$ cat config.mk
export PLATFORM = sky130hd
export DESIGN_NAME = amfc_top
export DESIGN_NICKNAME = d
export VERILOG_FILES = /design/src/amfc_pkg.sv /design/src/amfc_top.sv
export SDC_FILE = /design/constraint.sdc
export NUM_CORES = 1
export LEC_CHECK = 0
export BUFFER_PORTS_ARGS = -buffer_cell sky130_fd_sc_hd__buf_2
export CORE_MARGIN = 2
export CORE_UTILIZATION = 35
export DETAILED_ROUTE_END_ITERATION = 7
export HOLD_SLACK_MARGIN = 0.15
export PLACE_DENSITY = 0.67
export SYNTH_ARGS = -nofsm -noshare
export SYNTH_HDL_FRONTEND = slang
export SYNTH_SLANG_ARGS = --single-unit
$ cat constraint.sdc
create_clock -name i_clk -period 2.1 [get_ports i_clk]
set_clock_uncertainty 0.05 [all_clocks]
set_input_delay 0.105 -clock i_clk [delete_from_list [all_inputs] [get_ports i_clk]]
set_output_delay 0.105 -clock i_clk [all_outputs]
set_load 0.1 [all_outputs]
$ cat src/amfc_pkg.sv
// Shared constants for the amplifier mode, mute and fault control block.
// Assumes a single 40 MHz clock and synchronous reset.
package amfc_pkg;
  localparam int unsigned AMFC_CLK_HZ = 40_000_000;
  localparam int unsigned AMFC_SYNC_STAGES = 2;
  // Fault code field positions and values
  localparam int unsigned AMFC_CODE_LOW_POS = 0;
  localparam int unsigned AMFC_CODE_HIGH_POS = 1;
  localparam logic [1:0] AMFC_CODE_NONE = 2'h3;
  localparam logic [1:0] AMFC_CODE_PUMP_UV = 2'h2;
  localparam logic [1:0] AMFC_CODE_THERMAL = 2'h0;
  localparam logic [1:0] AMFC_CODE_RST = AMFC_CODE_NONE;
  // Level sampling for mute and shutdown toggles
  localparam logic AMFC_MUTE_N_RST = 1'b0;
  localparam logic AMFC_SHDN_N_RST = 1'b0;
  typedef enum logic [2:0] {
    AMFC_ST_OFF = 3'b001,
    AMFC_ST_RUN = 3'b010,
    AMFC_ST_FORCE = 3'b100
  } amfc_state_type;
endpackage

$ cat src/amfc_top.sv
// Mode select, mute, shutdown and held fault code of a mono switching amplifier.
// Assumes pins and analog detector levels arrive asynchronous to i_clk.
`timescale 1ns/1ps
`default_nettype none
module amfc_top
(
  input wire logic i_clk,
  input wire logic i_srst,
  input wire logic i_mode_select,
  input wire logic i_mute_n,
  input wire logic i_shutdown_n,
  input wire logic i_pump_undervoltage,
  input wire logic i_thermal_fault,
  input wire logic i_headphone_supply_low,
  output logic o_main_amp_en,
  output logic o_headphone_amp_en,
  output logic o_main_amp_mute,
  output logic o_headphone_amp_mute,
  output logic o_low_side_on,
  output logic o_shutdown,
  output logic o_fault_code_low_bit_o,
  output logic o_fault_code_low_bit_oe_n,
  output logic o_fault_code_high_bit_o,
  output logic o_fault_code_high_bit_oe_n
);
  import amfc_pkg::*;

  // Two-stage synchronisers for all asynchronous levels
  localparam int unsigned NSYNC = 6;
  logic [NSYNC-1:0] async_in;
  logic [NSYNC-1:0] meta_r;
  logic [NSYNC-1:0] sync_r;
  assign async_in = {i_headphone_supply_low, i_thermal_fault, i_pump_undervoltage,
                     i_shutdown_n, i_mute_n, i_mode_select};

  genvar g;
  generate
    for (g = 0; g < NSYNC; g++)
    begin : g_sync
      always_ff @(posedge i_clk)
      begin
        if (i_srst)
        begin
          meta_r[g] <= 1'b0;
          sync_r[g] <= 1'b0;
        end
        else
        begin
          meta_r[g] <= async_in[g];
          sync_r[g] <= meta_r[g];
        end
      end
    end
  endgenerate

  logic mode_s;
  logic mute_n_s;
  logic shdn_n_s;
  logic pump_uv_s;
  logic therm_s;
  logic hp_low_s;
  assign mode_s = sync_r[0];
  assign mute_n_s = sync_r[1];
  assign shdn_n_s = sync_r[2];
  assign pump_uv_s = sync_r[3];
  assign therm_s = sync_r[4];
  assign hp_low_s = sync_r[5];

  // Code implied by live conditions; thermal has both bits low so it wins
  function automatic logic [1:0] amfc_live_code(input logic uv, input logic th);
    if (th)
      return AMFC_CODE_THERMAL;
    else if (uv)
      return AMFC_CODE_PUMP_UV;
    else
      return AMFC_CODE_NONE;
  endfunction

  // Previous levels of mute and shutdown to spot a toggle
  logic mute_n_prev_r;
  logic shdn_n_prev_r;
  always_ff @(posedge i_clk)
  begin
    if (i_srst)
    begin
      mute_n_prev_r <= AMFC_MUTE_N_RST;
      shdn_n_prev_r <= AMFC_SHDN_N_RST;
    end
    else
    begin
      mute_n_prev_r <= mute_n_s;
      shdn_n_prev_r <= shdn_n_s;
    end
  end

  logic clear_evt;
  // Any edge of mute or shutdown counts as cycling the pin
  assign clear_evt = (mute_n_s != mute_n_prev_r) || (shdn_n_s != shdn_n_prev_r);

  // Held fault code. A live fault in the clearing cycle is kept: set wins.
  logic [1:0] code_r;
  logic [1:0] code_nxt;
  logic [1:0] live_code;
  assign live_code = amfc_live_code(pump_uv_s, therm_s);
  always_comb
  begin
    if (clear_evt)
      code_nxt = live_code;
    else
      code_nxt = code_r & live_code;
  end
  always_ff @(posedge i_clk)
  begin
    if (i_srst)
      code_r <= AMFC_CODE_RST;
    else
      code_r <= code_nxt;
  end

  // Operating state
  amfc_state_type state_r;
  amfc_state_type state_nxt;
  always_comb
  begin
    case (state_r)
      // Wake straight into forcing so a live fault never sees a cycle of drive
      AMFC_ST_OFF:
        if (!shdn_n_s)
          state_nxt = AMFC_ST_OFF;
        else if (pump_uv_s || therm_s)
          state_nxt = AMFC_ST_FORCE;
        else
          state_nxt = AMFC_ST_RUN;
      AMFC_ST_RUN:
        if (!shdn_n_s)
          state_nxt = AMFC_ST_OFF;
        else if (pump_uv_s || therm_s)
          state_nxt = AMFC_ST_FORCE;
        else
          state_nxt = AMFC_ST_RUN;
      AMFC_ST_FORCE:
        if (!shdn_n_s)
          state_nxt = AMFC_ST_OFF;
        else if (!pump_uv_s && !therm_s)
          state_nxt = AMFC_ST_RUN;
        else
          state_nxt = AMFC_ST_FORCE;
      default:
        state_nxt = AMFC_ST_OFF;
    endcase
  end
  always_ff @(posedge i_clk)
  begin
    if (i_srst)
      state_r <= AMFC_ST_OFF;
    else
      state_r <= state_nxt;
  end

  // Registered outputs, decoded from next state so they track it exactly
  logic run_nxt;
  logic force_nxt;
  assign run_nxt = (state_nxt == AMFC_ST_RUN);
  assign force_nxt = (state_nxt == AMFC_ST_FORCE);
  always_ff @(posedge i_clk)
  begin
    if (i_srst)
    begin
      o_main_amp_en <= 1'b0;
      o_headphone_amp_en <= 1'b0;
      o_main_amp_mute <= 1'b0;
      o_headphone_amp_mute <= 1'b0;
      o_low_side_on <= 1'b0;
      o_shutdown <= 1'b1;
    end
    else
    begin
      o_shutdown <= (state_nxt == AMFC_ST_OFF);
      // Unselected amplifier sleeps; never both on
      o_main_amp_en <= run_nxt && !mode_s;
      // Headphone also drops on low supply, with no code change
      o_headphone_amp_en <= run_nxt && mode_s && !hp_low_s;
      o_main_amp_mute <= run_nxt && !mode_s && !mute_n_s;
      o_headphone_amp_mute <= run_nxt && mode_s && !mute_n_s;
      // Fault forcing grounds the load in either mode
      o_low_side_on <= force_nxt || (run_nxt && !mode_s && !mute_n_s);
    end
  end

  // Open drain: enable low pulls pin low; output data held at zero
  always_ff @(posedge i_clk)
  begin
    if (i_srst)
    begin
      o_fault_code_low_bit_o <= 1'b0;
      o_fault_code_high_bit_o <= 1'b0;
      o_fault_code_low_bit_oe_n <= 1'b1;
      o_fault_code_high_bit_oe_n <= 1'b1;
    end
    else
    begin
      o_fault_code_low_bit_o <= 1'b0;
      o_fault_code_high_bit_o <= 1'b0;
      o_fault_code_low_bit_oe_n <= code_nxt[AMFC_CODE_LOW_POS];
      o_fault_code_high_bit_oe_n <= code_nxt[AMFC_CODE_HIGH_POS];
    end
  end
endmodule
`default_nettype wire

==> impl_metrics.env, run 1 <==
export IMPL_first_iter_violations=0
export IMPL_clkSinkCount=25
export IMPL_cp_required_ns=2.25
export IMPL_r2r_cells=3
export IMPL_syn_area_um2=803.3
export IMPL_place_congestion=0.7048
export IMPL_n_antenna_cell=0
export IMPL_worstPathArrival_ns=1.56
export IMPL_portBuffers=15
export IMPL_rows=17
export IMPL_leakage_nw=0.4546
export IMPL_ys_ff_latch=25
export IMPL_synthTopCellsByCount="25 x dfxtp_1, 10 x nor2b_1, 8 x nor2_1"
export IMPL_cts_tree="yes"
export IMPL_final_antenna_net_count=0
export IMPL_crit_fanout=19
export IMPL_die_w_um=51.91
export IMPL_fillers=202
export IMPL_fmax_mhz=706.1
export IMPL_ys_seq_area_share_pct=62.31
export IMPL_clk_pin_slew_ns=0.12
export IMPL_multi_input_area_um2=282.8
export IMPL_antenna_found_initial=0
export IMPL_post_route_min_period_ns=1.416
export IMPL_finalSetupViolCount=0
export IMPL_yosysMostFrequentCell="dfxtp_1"
export IMPL_power_density_nw_per_um2=773.9
export IMPL_reg2reg_from="therm_s"
export IMPL_track_usage_pct=8.343
export IMPL_r2r_slack_ns=0.97
export IMPL_status="completed"
export IMPL_start_util_pct=36.66
export IMPL_synth_area_per_cell_um2=11.99
export IMPL_ys_types=17
export IMPL_drive_above_1_share_pct=26.32
export IMPL_min_to="o_headphone_amp_en"
export IMPL_overflow=0
export IMPL_vias=503
export IMPL_synth_area_top_cells="dfxtp_1 62%, nor2b_1 7.8%, and2b_1 4.7%"
export IMPL_synthFlopType="dfxtp_1"
export IMPL_end_kind="flop"
export IMPL_core_area_um2=2191
export IMPL_maxSlewViolCount=0
export IMPL_rsz0062_at_grt="false"
export IMPL_start_kind="input pin"
export IMPL_power_total_w=0.0007998
export IMPL_io_pins=18
export IMPL_drc=0
export IMPL_whs_path_depth=1
export IMPL_seqCellArea_um2=500.5
export IMPL_grt_max_degree=20
export IMPL_dp_hpwl_um=709.7
export IMPL_cts_made_buffers=3
export IMPL_synth_cells=67
export IMPL_period_share_pct=67.44
export IMPL_wl_um=1022
export IMPL_die_y_um=51.91
export IMPL_nNetsFinal=104
export IMPL_hp_start="hp_low_s"
export IMPL_synthToLayoutAreaGrowth_pct=28.66
export IMPL_grt_pass1_vias=450
export IMPL_die_area_um2=2694
export IMPL_reg_top3="meta_r: 6 flops, state_r: 3 flops, code_r: 2 flops"
export IMPL_ys_async_sr_fraction_pct=0
export IMPL_holdCritPathClass="flop to flop"
export IMPL_largest_register_ffs=6
export IMPL_hold_viol_final=0
export IMPL_yosys_warnings=0
export IMPL_first_pass_iters=1
export IMPL_synth_area_leader_cell="dfxtp_1"
export IMPL_crit_type="input pin to flop"
export IMPL_grt_first_pass_wirelength_um=1635
export IMPL_max_vdd_ir_drop_uv=362.3
export IMPL_finalSetupTns_ns=0
export IMPL_clk_insertion_delay_late_ns=0.30
export IMPL_cap_violations=0
export IMPL_synth_enable_flop_cells=0
export IMPL_via_per_inst=4.089
export IMPL_root_buffer="clkbuf_4"
export IMPL_clockBufferDepth=2
export IMPL_htree_levels=1
export IMPL_largest_register="meta_r"
export IMPL_avgRoutedWirePerCell_um=8.309
export IMPL_yosysTopAreaCellShare_pct=62.31
export IMPL_worst_r2r_endpoint="o_headphone_amp_en"
layout make-up:
type / count / area share [%]
clock buffers: 4 / 2.542
inverters: 1 / 0.3632
multi-input cells: 39 / 27.36
flip-flops and latches: 25 / 48.43
well taps: 28 / 3.390
repair buffers: 26 / 17.92
per-layer routing:
layer	GRT usage, %	wire (um)
met1	9.273	472
met2	14.35	485
met3	2.586	64
met4	3.947	0
met5	0	0
what timing repair did:
| action | 4_1_cts | 5_1_grt |
|---|---|---|
| resized for setup | 0 | 0 |
| setup endpoints to repair | 0 | 0 |
| hold endpoints to repair | 10 | 0 |
| hold buffers | 11 | 0 |
| buffers inserted | 0 | 0 |
layout by cell type, fill, tap and decap left out, drive strengths merged:
master       instances
or2                  1
conb                 2
clkbuf               4
buf                 15
and2b                5
inv                  1
o211ai               3
nor4b                1
a21oi                3
nor2b               10
nor3b                2
nor2                 8
xor2                 3
o21ai                1
dlygate4sd3         11
dfxtp               25
worst max-delay path by stage:
| stage | from | endpoint | slack [ns] | depth (start not counted) |
|---|---|---|---|---|
| after floorplan | code_r[0] | code_r[0] | 0.80 | 2 |
| after global placement | therm_s | o_headphone_amp_en | 1.01 | 3 |
| after detailed placement | therm_s | o_headphone_amp_en | 0.99 | 3 |
| after CTS | i_srst | meta_r[0] | 0.68 | 4 |
| after global routing | i_srst | meta_r[0] | 0.59 | 4 |
| final | i_srst | meta_r[1] | 0.68 | 4 |
stage by stage:
| stage | instance area [um^2] | util (%) | worst slack, ns | instances | hold slack [ns] |
|---|---|---|---|---|---|
| floorplan | 807.0 | - | 0.8001 | 68 | 0.1266 |
| global placement | 897.1 | 40.95 | 1.013 | 108 | 0.2622 |
| detailed placement | 897.1 | 40.95 | 0.9861 | 108 | 0.2625 |
| CTS | 1033 | 47.17 | 0.6805 | 123 | 0.3833 |
| global route | 1033 | 47.17 | 0.5934 | 123 | 0.3965 |
| finish | 1033 | 47.17 | 0.6838 | 123 | 0.3770 |
report_power, final:
group | total (W) | leakage, nW | switching (W) | internal (W)
sequential | 0.000500 | 0.205 | 0.00000830 | 0.000492
clock | 0.000195 | 0.0150 | 0.000121 | 0.0000739
combinational | 0.000105 | 0.235 | 0.0000695 | 0.0000353
logic make-up after synthesis:
logic type	Yosys count	share of synthesized area [%]
AOI/OAI and AO/OA	7	7.008
buffers and inverters	4	2.958
DFF	25	62.31
xor gates and xnor gates	3	4.207
other	1	0.4668
and+or+nand+nor	27	23.05
worst max-delay path: stages:
cell and delay [ns]:
dlygate4sd3_1 0.52, buf_2 0.31, nor2b_1 0.08, dlygate4sd3_1 0.55
Note: power is estimated with default switching activity, not from simulation.
==> run 2: changes to the inputs <==
- ABC_AREA: not set -> 1
- PLACE_DENSITY: 0.67 -> 0.68
- clock period: 2.1 -> 1.3 ns (I/O delays scaled with it)
==> impl_metrics.env, run 2 <==
export IMPL_status="completed"
export IMPL_design_area_um2=1111
export IMPL_post_route_min_period_ns=1.194
export IMPL_synth_cells=96
export IMPL_syn_area_um2=852.1
export IMPL_placed_area_um2=943.4
export IMPL_clkSinkCount=25
export IMPL_start_kind="input pin"
export IMPL_synth_area_top_cells="dfxtp_1 59%, inv_1 9.7%, nor2_1 6.2%"
export IMPL_via_per_inst=3.942
export IMPL_clk_insertion_delay_late_ns=0.31
export IMPL_htree_levels=1
export IMPL_multi_input_area_um2=240.2
export IMPL_finalSetupTns_ns=0
export IMPL_clk_pin_slew_ns=0.12
export IMPL_final_util_pct=49.28
export IMPL_synth_area_leader_cell="dfxtp_1"
export IMPL_cp_required_ns=1.47
export IMPL_yosysMostFrequentCell="dfxtp_1"
export IMPL_root_buffer="clkbuf_4"
export IMPL_crit_chain="dlygate4sd3_1 -> buf_2 -> inv_1 -> nor2_1 -> dlygate4sd3_1"
export IMPL_clockBufferDepth=2
export IMPL_ys_types=18
export IMPL_overflow=0
export IMPL_crit_type="input pin to flop"
export IMPL_largest_register="meta_r"
export IMPL_die_w_um=53.34
export IMPL_grt_max_degree=15
export IMPL_ys_async_sr_fraction_pct=0
export IMPL_period_share_pct=91.83
export IMPL_io_pins=18
export IMPL_ys_seq_area_share_pct=58.74
export IMPL_vias=607
export IMPL_rsz0062_at_grt="false"
export IMPL_yosysTopAreaCellShare_pct=58.74
export IMPL_cts_tree="yes"
export IMPL_core_area_um2=2255
export IMPL_yosys_warnings=0
export IMPL_reg_top3="meta_r: 6 flops, state_r: 3 flops, code_r: 2 flops"
export IMPL_largest_register_ffs=6
export IMPL_ys_ff_latch=25
export IMPL_portBuffers=15
export IMPL_rows=17
export IMPL_die_area_um2=2845
export IMPL_finalSetupViolCount=0
export IMPL_end_kind="flop"
export IMPL_synth_enable_flop_cells=0
export IMPL_track_usage_pct=10.76
export IMPL_seqCellArea_um2=503.0
export IMPL_hold_viol_final=0
export IMPL_leakage_nw=0.5530
export IMPL_first_iter_violations=2
export IMPL_fillers=228
export IMPL_stdcell_count=154
export IMPL_cts_resized_gates=0
export IMPL_max_vdd_ir_drop_uv=628.5
export IMPL_wl_um=1258
export IMPL_dp_hpwl_um=800.3
export IMPL_final_antenna_net_count=0
export IMPL_synthTopCellsByCount="25 x dfxtp_1, 22 x inv_1, 14 x nor2_1"
export IMPL_synthToLayoutAreaGrowth_pct=30.40
export IMPL_drive_above_1_share_pct=24.60
export IMPL_drc=0
export IMPL_synth_area_per_cell_um2=8.876
export IMPL_numPlacedInstances=136
export IMPL_antenna_found_initial=0
export IMPL_slowest_delay_ns=0.55
export IMPL_synthFlopType="dfxtp_1"
export IMPL_grt_first_pass_wirelength_um=2070
export IMPL_n_antenna_cell=0
export IMPL_crit_fanout=1
export IMPL_cap_violations=0
export IMPL_maxSlewViolCount=0
export IMPL_die_y_um=53.34
export IMPL_layout_common_cells="23 x dfxtp_1, 22 x inv_1, 15 x buf_2"
export IMPL_final_common_cell="dfxtp_1"
export IMPL_fmax_mhz=837.7
export IMPL_cpMostUsedCell="dlygate4sd3_1"
export IMPL_avgRoutedWirePerCell_um=8.169
export IMPL_nNetsFinal=135
export IMPL_cts_made_buffers=3
export IMPL_holdCritPathClass="flop to flop"
export IMPL_place_congestion=0.7511
export IMPL_worstPathArrival_ns=1.36
export IMPL_first_pass_iters=2
export IMPL_slowest_stage="dlygate4sd3_1"
export IMPL_power_density_nw_per_um2=1201
export IMPL_start_util_pct=37.79
export IMPL_grt_pass1_vias=572
==> run 2: metrics by stage <==
stage | setup WS, ns | hold WS [ns] | power, W
2_1_floorplan | 0.2760 | 0.1220 | 0.0009668
3_3_place_gp | 0.3509 | 0.2130 | 0.0009835
3_5_place_dp | 0.3253 | 0.2234 | 0.0009874
4_1_cts | 0.09625 | 0.3595 | 0.001352
5_1_grt | 0.06982 | 0.3669 | 0.001393
6_report | 0.1062 | 0.3590 | 0.001335
==> run 2: layout make-up <==
| cell class | instances | share of cell area, % |
|---|---|---|
| Sequential cell | 25 | 45.27 |
| Multi-Input combinational cell | 44 | 21.62 |
| Timing Repair Buffer | 29 | 19.37 |
| Inverter | 24 | 8.108 |
| Tap cell | 28 | 3.153 |
| Clock buffer | 3 | 2.027 |
| Clock inverter | 1 | 0.4504 |
==> run 2: path summary, 6_finish.rpt <==
check            start       endpoint  slack [ns]  cells past startpoint
max reg2reg    therm_s  o_main_amp_en        0.30                      4
max           i_mute_n      meta_r[1]        0.11                      5
min          meta_r[0]         mode_s        0.36                      2
min reg2reg  meta_r[0]         mode_s        0.36                      2
==> run 2: logic make-up (layout without fill, tap and decap cells) <==
| logic type | Yosys count | in the layout | share of synthesized area (%) |
|---|---|---|---|
| flops | 25 | 25 | 58.74 |
| xor+xnor | 2 | 2 | 2.056 |
| simple gates | 40 | 40 | 25.26 |
| other cells | 1 | 2 | 0.4401 |
| buf+inv | 28 | 57 | 13.51 |
==> run 2: routing by layer <==
layer,share of wire (%),up-vias,track usage (%)
met4,2.4,0,7.692
met3,4.1,3,3.390
met1,39,261,8.854
met5,0,-,0
met2,55,14,20.78
li1,-,329,-
==> run 2: power breakdown <==
| part | internal (W) | switching, W |
|---|---|---|
| registers | 0.000795 | 0.0000107 |
| clock network | 0.000115 | 0.000217 |
| logic | 0.0000646 | 0.000132 |
| total | 0.000975 | 0.000360 |
==> run 2: worst max-delay path, delay by kind of cell <==
family,cells,cell delay [ns]
buffers and inverters,4,1.26
and+or+nand+nor,1,0.03
==> run 2: timing repair <==
| item | 4_1_cts | 5_1_grt |
|---|---|---|
| hold buffers | 14 | 0 |
| setup buffers | 0 | 0 |
| endpoints found under the hold margin | 16 | 0 |
==> run 3: changes to the inputs <==
- CORE_UTILIZATION: 35 -> 30
- PLACE_DENSITY: 0.68 -> 0.62
- SETUP_SLACK_MARGIN: not set -> 0.3
==> impl_metrics.env, run 3 (synthesized netlist as in run 2, its figures left out) <==
export IMPL_reg_top3="meta_r: 6 flops, state_r: 3 flops, code_r: 2 flops"
export IMPL_core_area_um2=2734
export IMPL_drive_above_1_share_pct=34.75
export IMPL_n_antenna_cell=0
export IMPL_start_kind="flop"
export IMPL_layout_common_cells="22 x inv_1, 15 x dfxtp_1, 14 x nor2_1"
export IMPL_clkSinkCount=25
export IMPL_first_iter_violations=5
export IMPL_cts_tree="yes"
export IMPL_seq_power_share_pct=60.5
export IMPL_portBuffers=15
export IMPL_status="completed"
export IMPL_cpLargestDelayFamily="simple AND/OR/NAND/NOR gates"
export IMPL_dp_hpwl_um=816.4
export IMPL_grt_pass1_vias=576
export IMPL_leakage_nw=0.5597
export IMPL_r2r_cells=4
export IMPL_overflow=0
export IMPL_start_util_pct=31.17
export IMPL_internal_power_w=0.0009835
export IMPL_wl_um=1183
export IMPL_placed_area_um2=957.2
export IMPL_end_kind="flop"
export IMPL_die_y_um=57.30
export IMPL_fmax_mhz=1002
export IMPL_htree_levels=1
export IMPL_power_frac_clock_pct=24.3
export IMPL_die_area_um2=3283
export IMPL_largest_register="meta_r"
export IMPL_clockBufferDepth=2
export IMPL_nNetsFinal=127
export IMPL_cts_hold_fix_buffers=6
export IMPL_grt_first_pass_wirelength_um=2180
export IMPL_crit_chain="or2_4 -> nor2_8 -> nand3_4 -> nor2_2"
export IMPL_final_common_cell="inv_1"
export IMPL_hold_viol_final=0
export IMPL_die_w_um=57.30
export IMPL_via_per_inst=3.866
export IMPL_switchingPower_w=0.0003548
export IMPL_rows=19
export IMPL_first_pass_iters=3
export IMPL_worstPathArrival_ns=1.20
export IMPL_holdCritPathClass="input pin to flop"
export IMPL_avgRoutedWirePerCell_um=7.940
export IMPL_crit_start="therm_s"
export IMPL_cp_required_ns=1.50
export IMPL_hp_start="i_srst"
export IMPL_worst_r2r_endpoint="o_headphone_amp_en"
export IMPL_power_total_w=0.001338
export IMPL_largest_register_ffs=6
export IMPL_clk_insertion_delay_late_ns=0.31
export IMPL_slowest_stage="dfxtp_1"
export IMPL_synthToLayoutAreaGrowth_pct=39.06
export IMPL_vias=576
export IMPL_max_vdd_ir_drop_uv=1008
export IMPL_cp_depth=4
export IMPL_cap_violations=0
export IMPL_rsz0062_at_grt="true"
export IMPL_grt_max_degree=17
export IMPL_cp_buffers_inverters=0
export IMPL_p_sw_share_pct=26.51
export IMPL_slowest_delay_ns=0.33
export IMPL_root_buffer="clkbuf_4"
export IMPL_finalSetupViolCount=0
export IMPL_r2r_slack_ns=0.30
export IMPL_finalSetupTns_ns=0
export IMPL_crit_fanout=3
export IMPL_drc=0
export IMPL_antenna_found_initial=0
export IMPL_p_comb_share_pct=15.2
export IMPL_reg2reg_from="therm_s"
export IMPL_final_antenna_net_count=0
export IMPL_place_congestion=0.7740
export IMPL_power_density_nw_per_um2=1129
export IMPL_crit_type="flop to flop"
export IMPL_maxSlewViolCount=0
export IMPL_crit_path_end="o_headphone_amp_en"
export IMPL_post_route_min_period_ns=0.9977
export IMPL_post_cts_buffers=0
export IMPL_cts_made_buffers=3
export IMPL_track_usage_pct=8.644
export IMPL_io_pins=18
export IMPL_design_area_um2=1185
export IMPL_clk_pin_slew_ns=0.12
export IMPL_period_share_pct=76.75
run 3: cell count changes in the layout (fill, tap and decap cells not counted):
| cell | before | now |
|---|---|---|
| dfxtp_2 | 2 | 9 |
| nand3_1 | 4 | 3 |
| buf_2 | 15 | 7 |
| buf_12 | 0 | 8 |
| dlygate4sd3_1 | 14 | 6 |
| dfxtp_1 | 23 | 15 |
| nand2_2 | 1 | 0 |
| nand3_2 | 1 | 2 |
| nand2_4 | 0 | 1 |
| xnor2_2 | 0 | 1 |
| dfxtp_4 | 0 | 1 |
| xnor2_1 | 2 | 1 |
run 3: per-stage QoR:
step	hold slack, ns	std cells	utilization [%]	worst slack (ns)
floorplan	0.1220	97	-	0.2991
global placement	0.2132	139	35.01	0.3451
CTS	0.03429	149	40.37	0.2809
global route	0.03969	149	43.34	0.2436
finish	0.03891	149	43.34	0.3023
detailed placement	0.2196	139	35.01	0.3238
run 3: power groups by stage:
| stage | Clock (W) | Combinational [W] | Sequential (W) |
|---|---|---|---|
| floorplan | 0 | 0.0000915 | 0.000875 |
| global placement | 0 | 0.000161 | 0.000822 |
| detailed placement | 0 | 0.000164 | 0.000823 |
| CTS | 0.000342 | 0.000191 | 0.000808 |
| global route | 0.000386 | 0.000219 | 0.000815 |
| finish | 0.000325 | 0.000203 | 0.000810 |
run 3: how the worst min path moves through the flow:
stage / end / slack (ns) / cells after the start
floorplan: meta_r[0] / 0.12 / 2
global placement: meta_r[1] / 0.21 / 3
detailed placement: meta_r[4] / 0.22 / 3
CTS: meta_r[1] / 0.03 / 2
global route: mode_s / 0.04 / 2
finish: meta_r[0] / 0.04 / 2
run 3: repair_timing:
action,4_1_cts,5_1_grt
pin swaps,0,1
endpoints found under the hold margin,16,14
setup endpoints to repair,9,19
gates resized for setup,18,19
run 3: cell type report:
class / instances / area [um^2]
tap: 31 / 38.79
timing repair buffer: 21 / 255.2
clock inverter: 1 / 5.005
clock buffer: 3 / 22.52
sequential: 25 / 515.5
inverter: 24 / 90.09
fill: 245 / 1549
multi-input combinational: 44 / 257.7
run 3: routing by layer:
layer	GRT usage, %	vias up	part of all wire [%]
met1	8.962	246	39
met3	4.762	2	6.5
met5	0	-	0
met4	1.993	0	1.1
li1	-	313	-
met2	15.27	15	54
run 3: worst reg2reg max path: cells and delay by family (launching register included):
kind,cells,cell delay [ns]
flip-flops,1,0.33
AND/OR/NAND/NOR,4,0.56
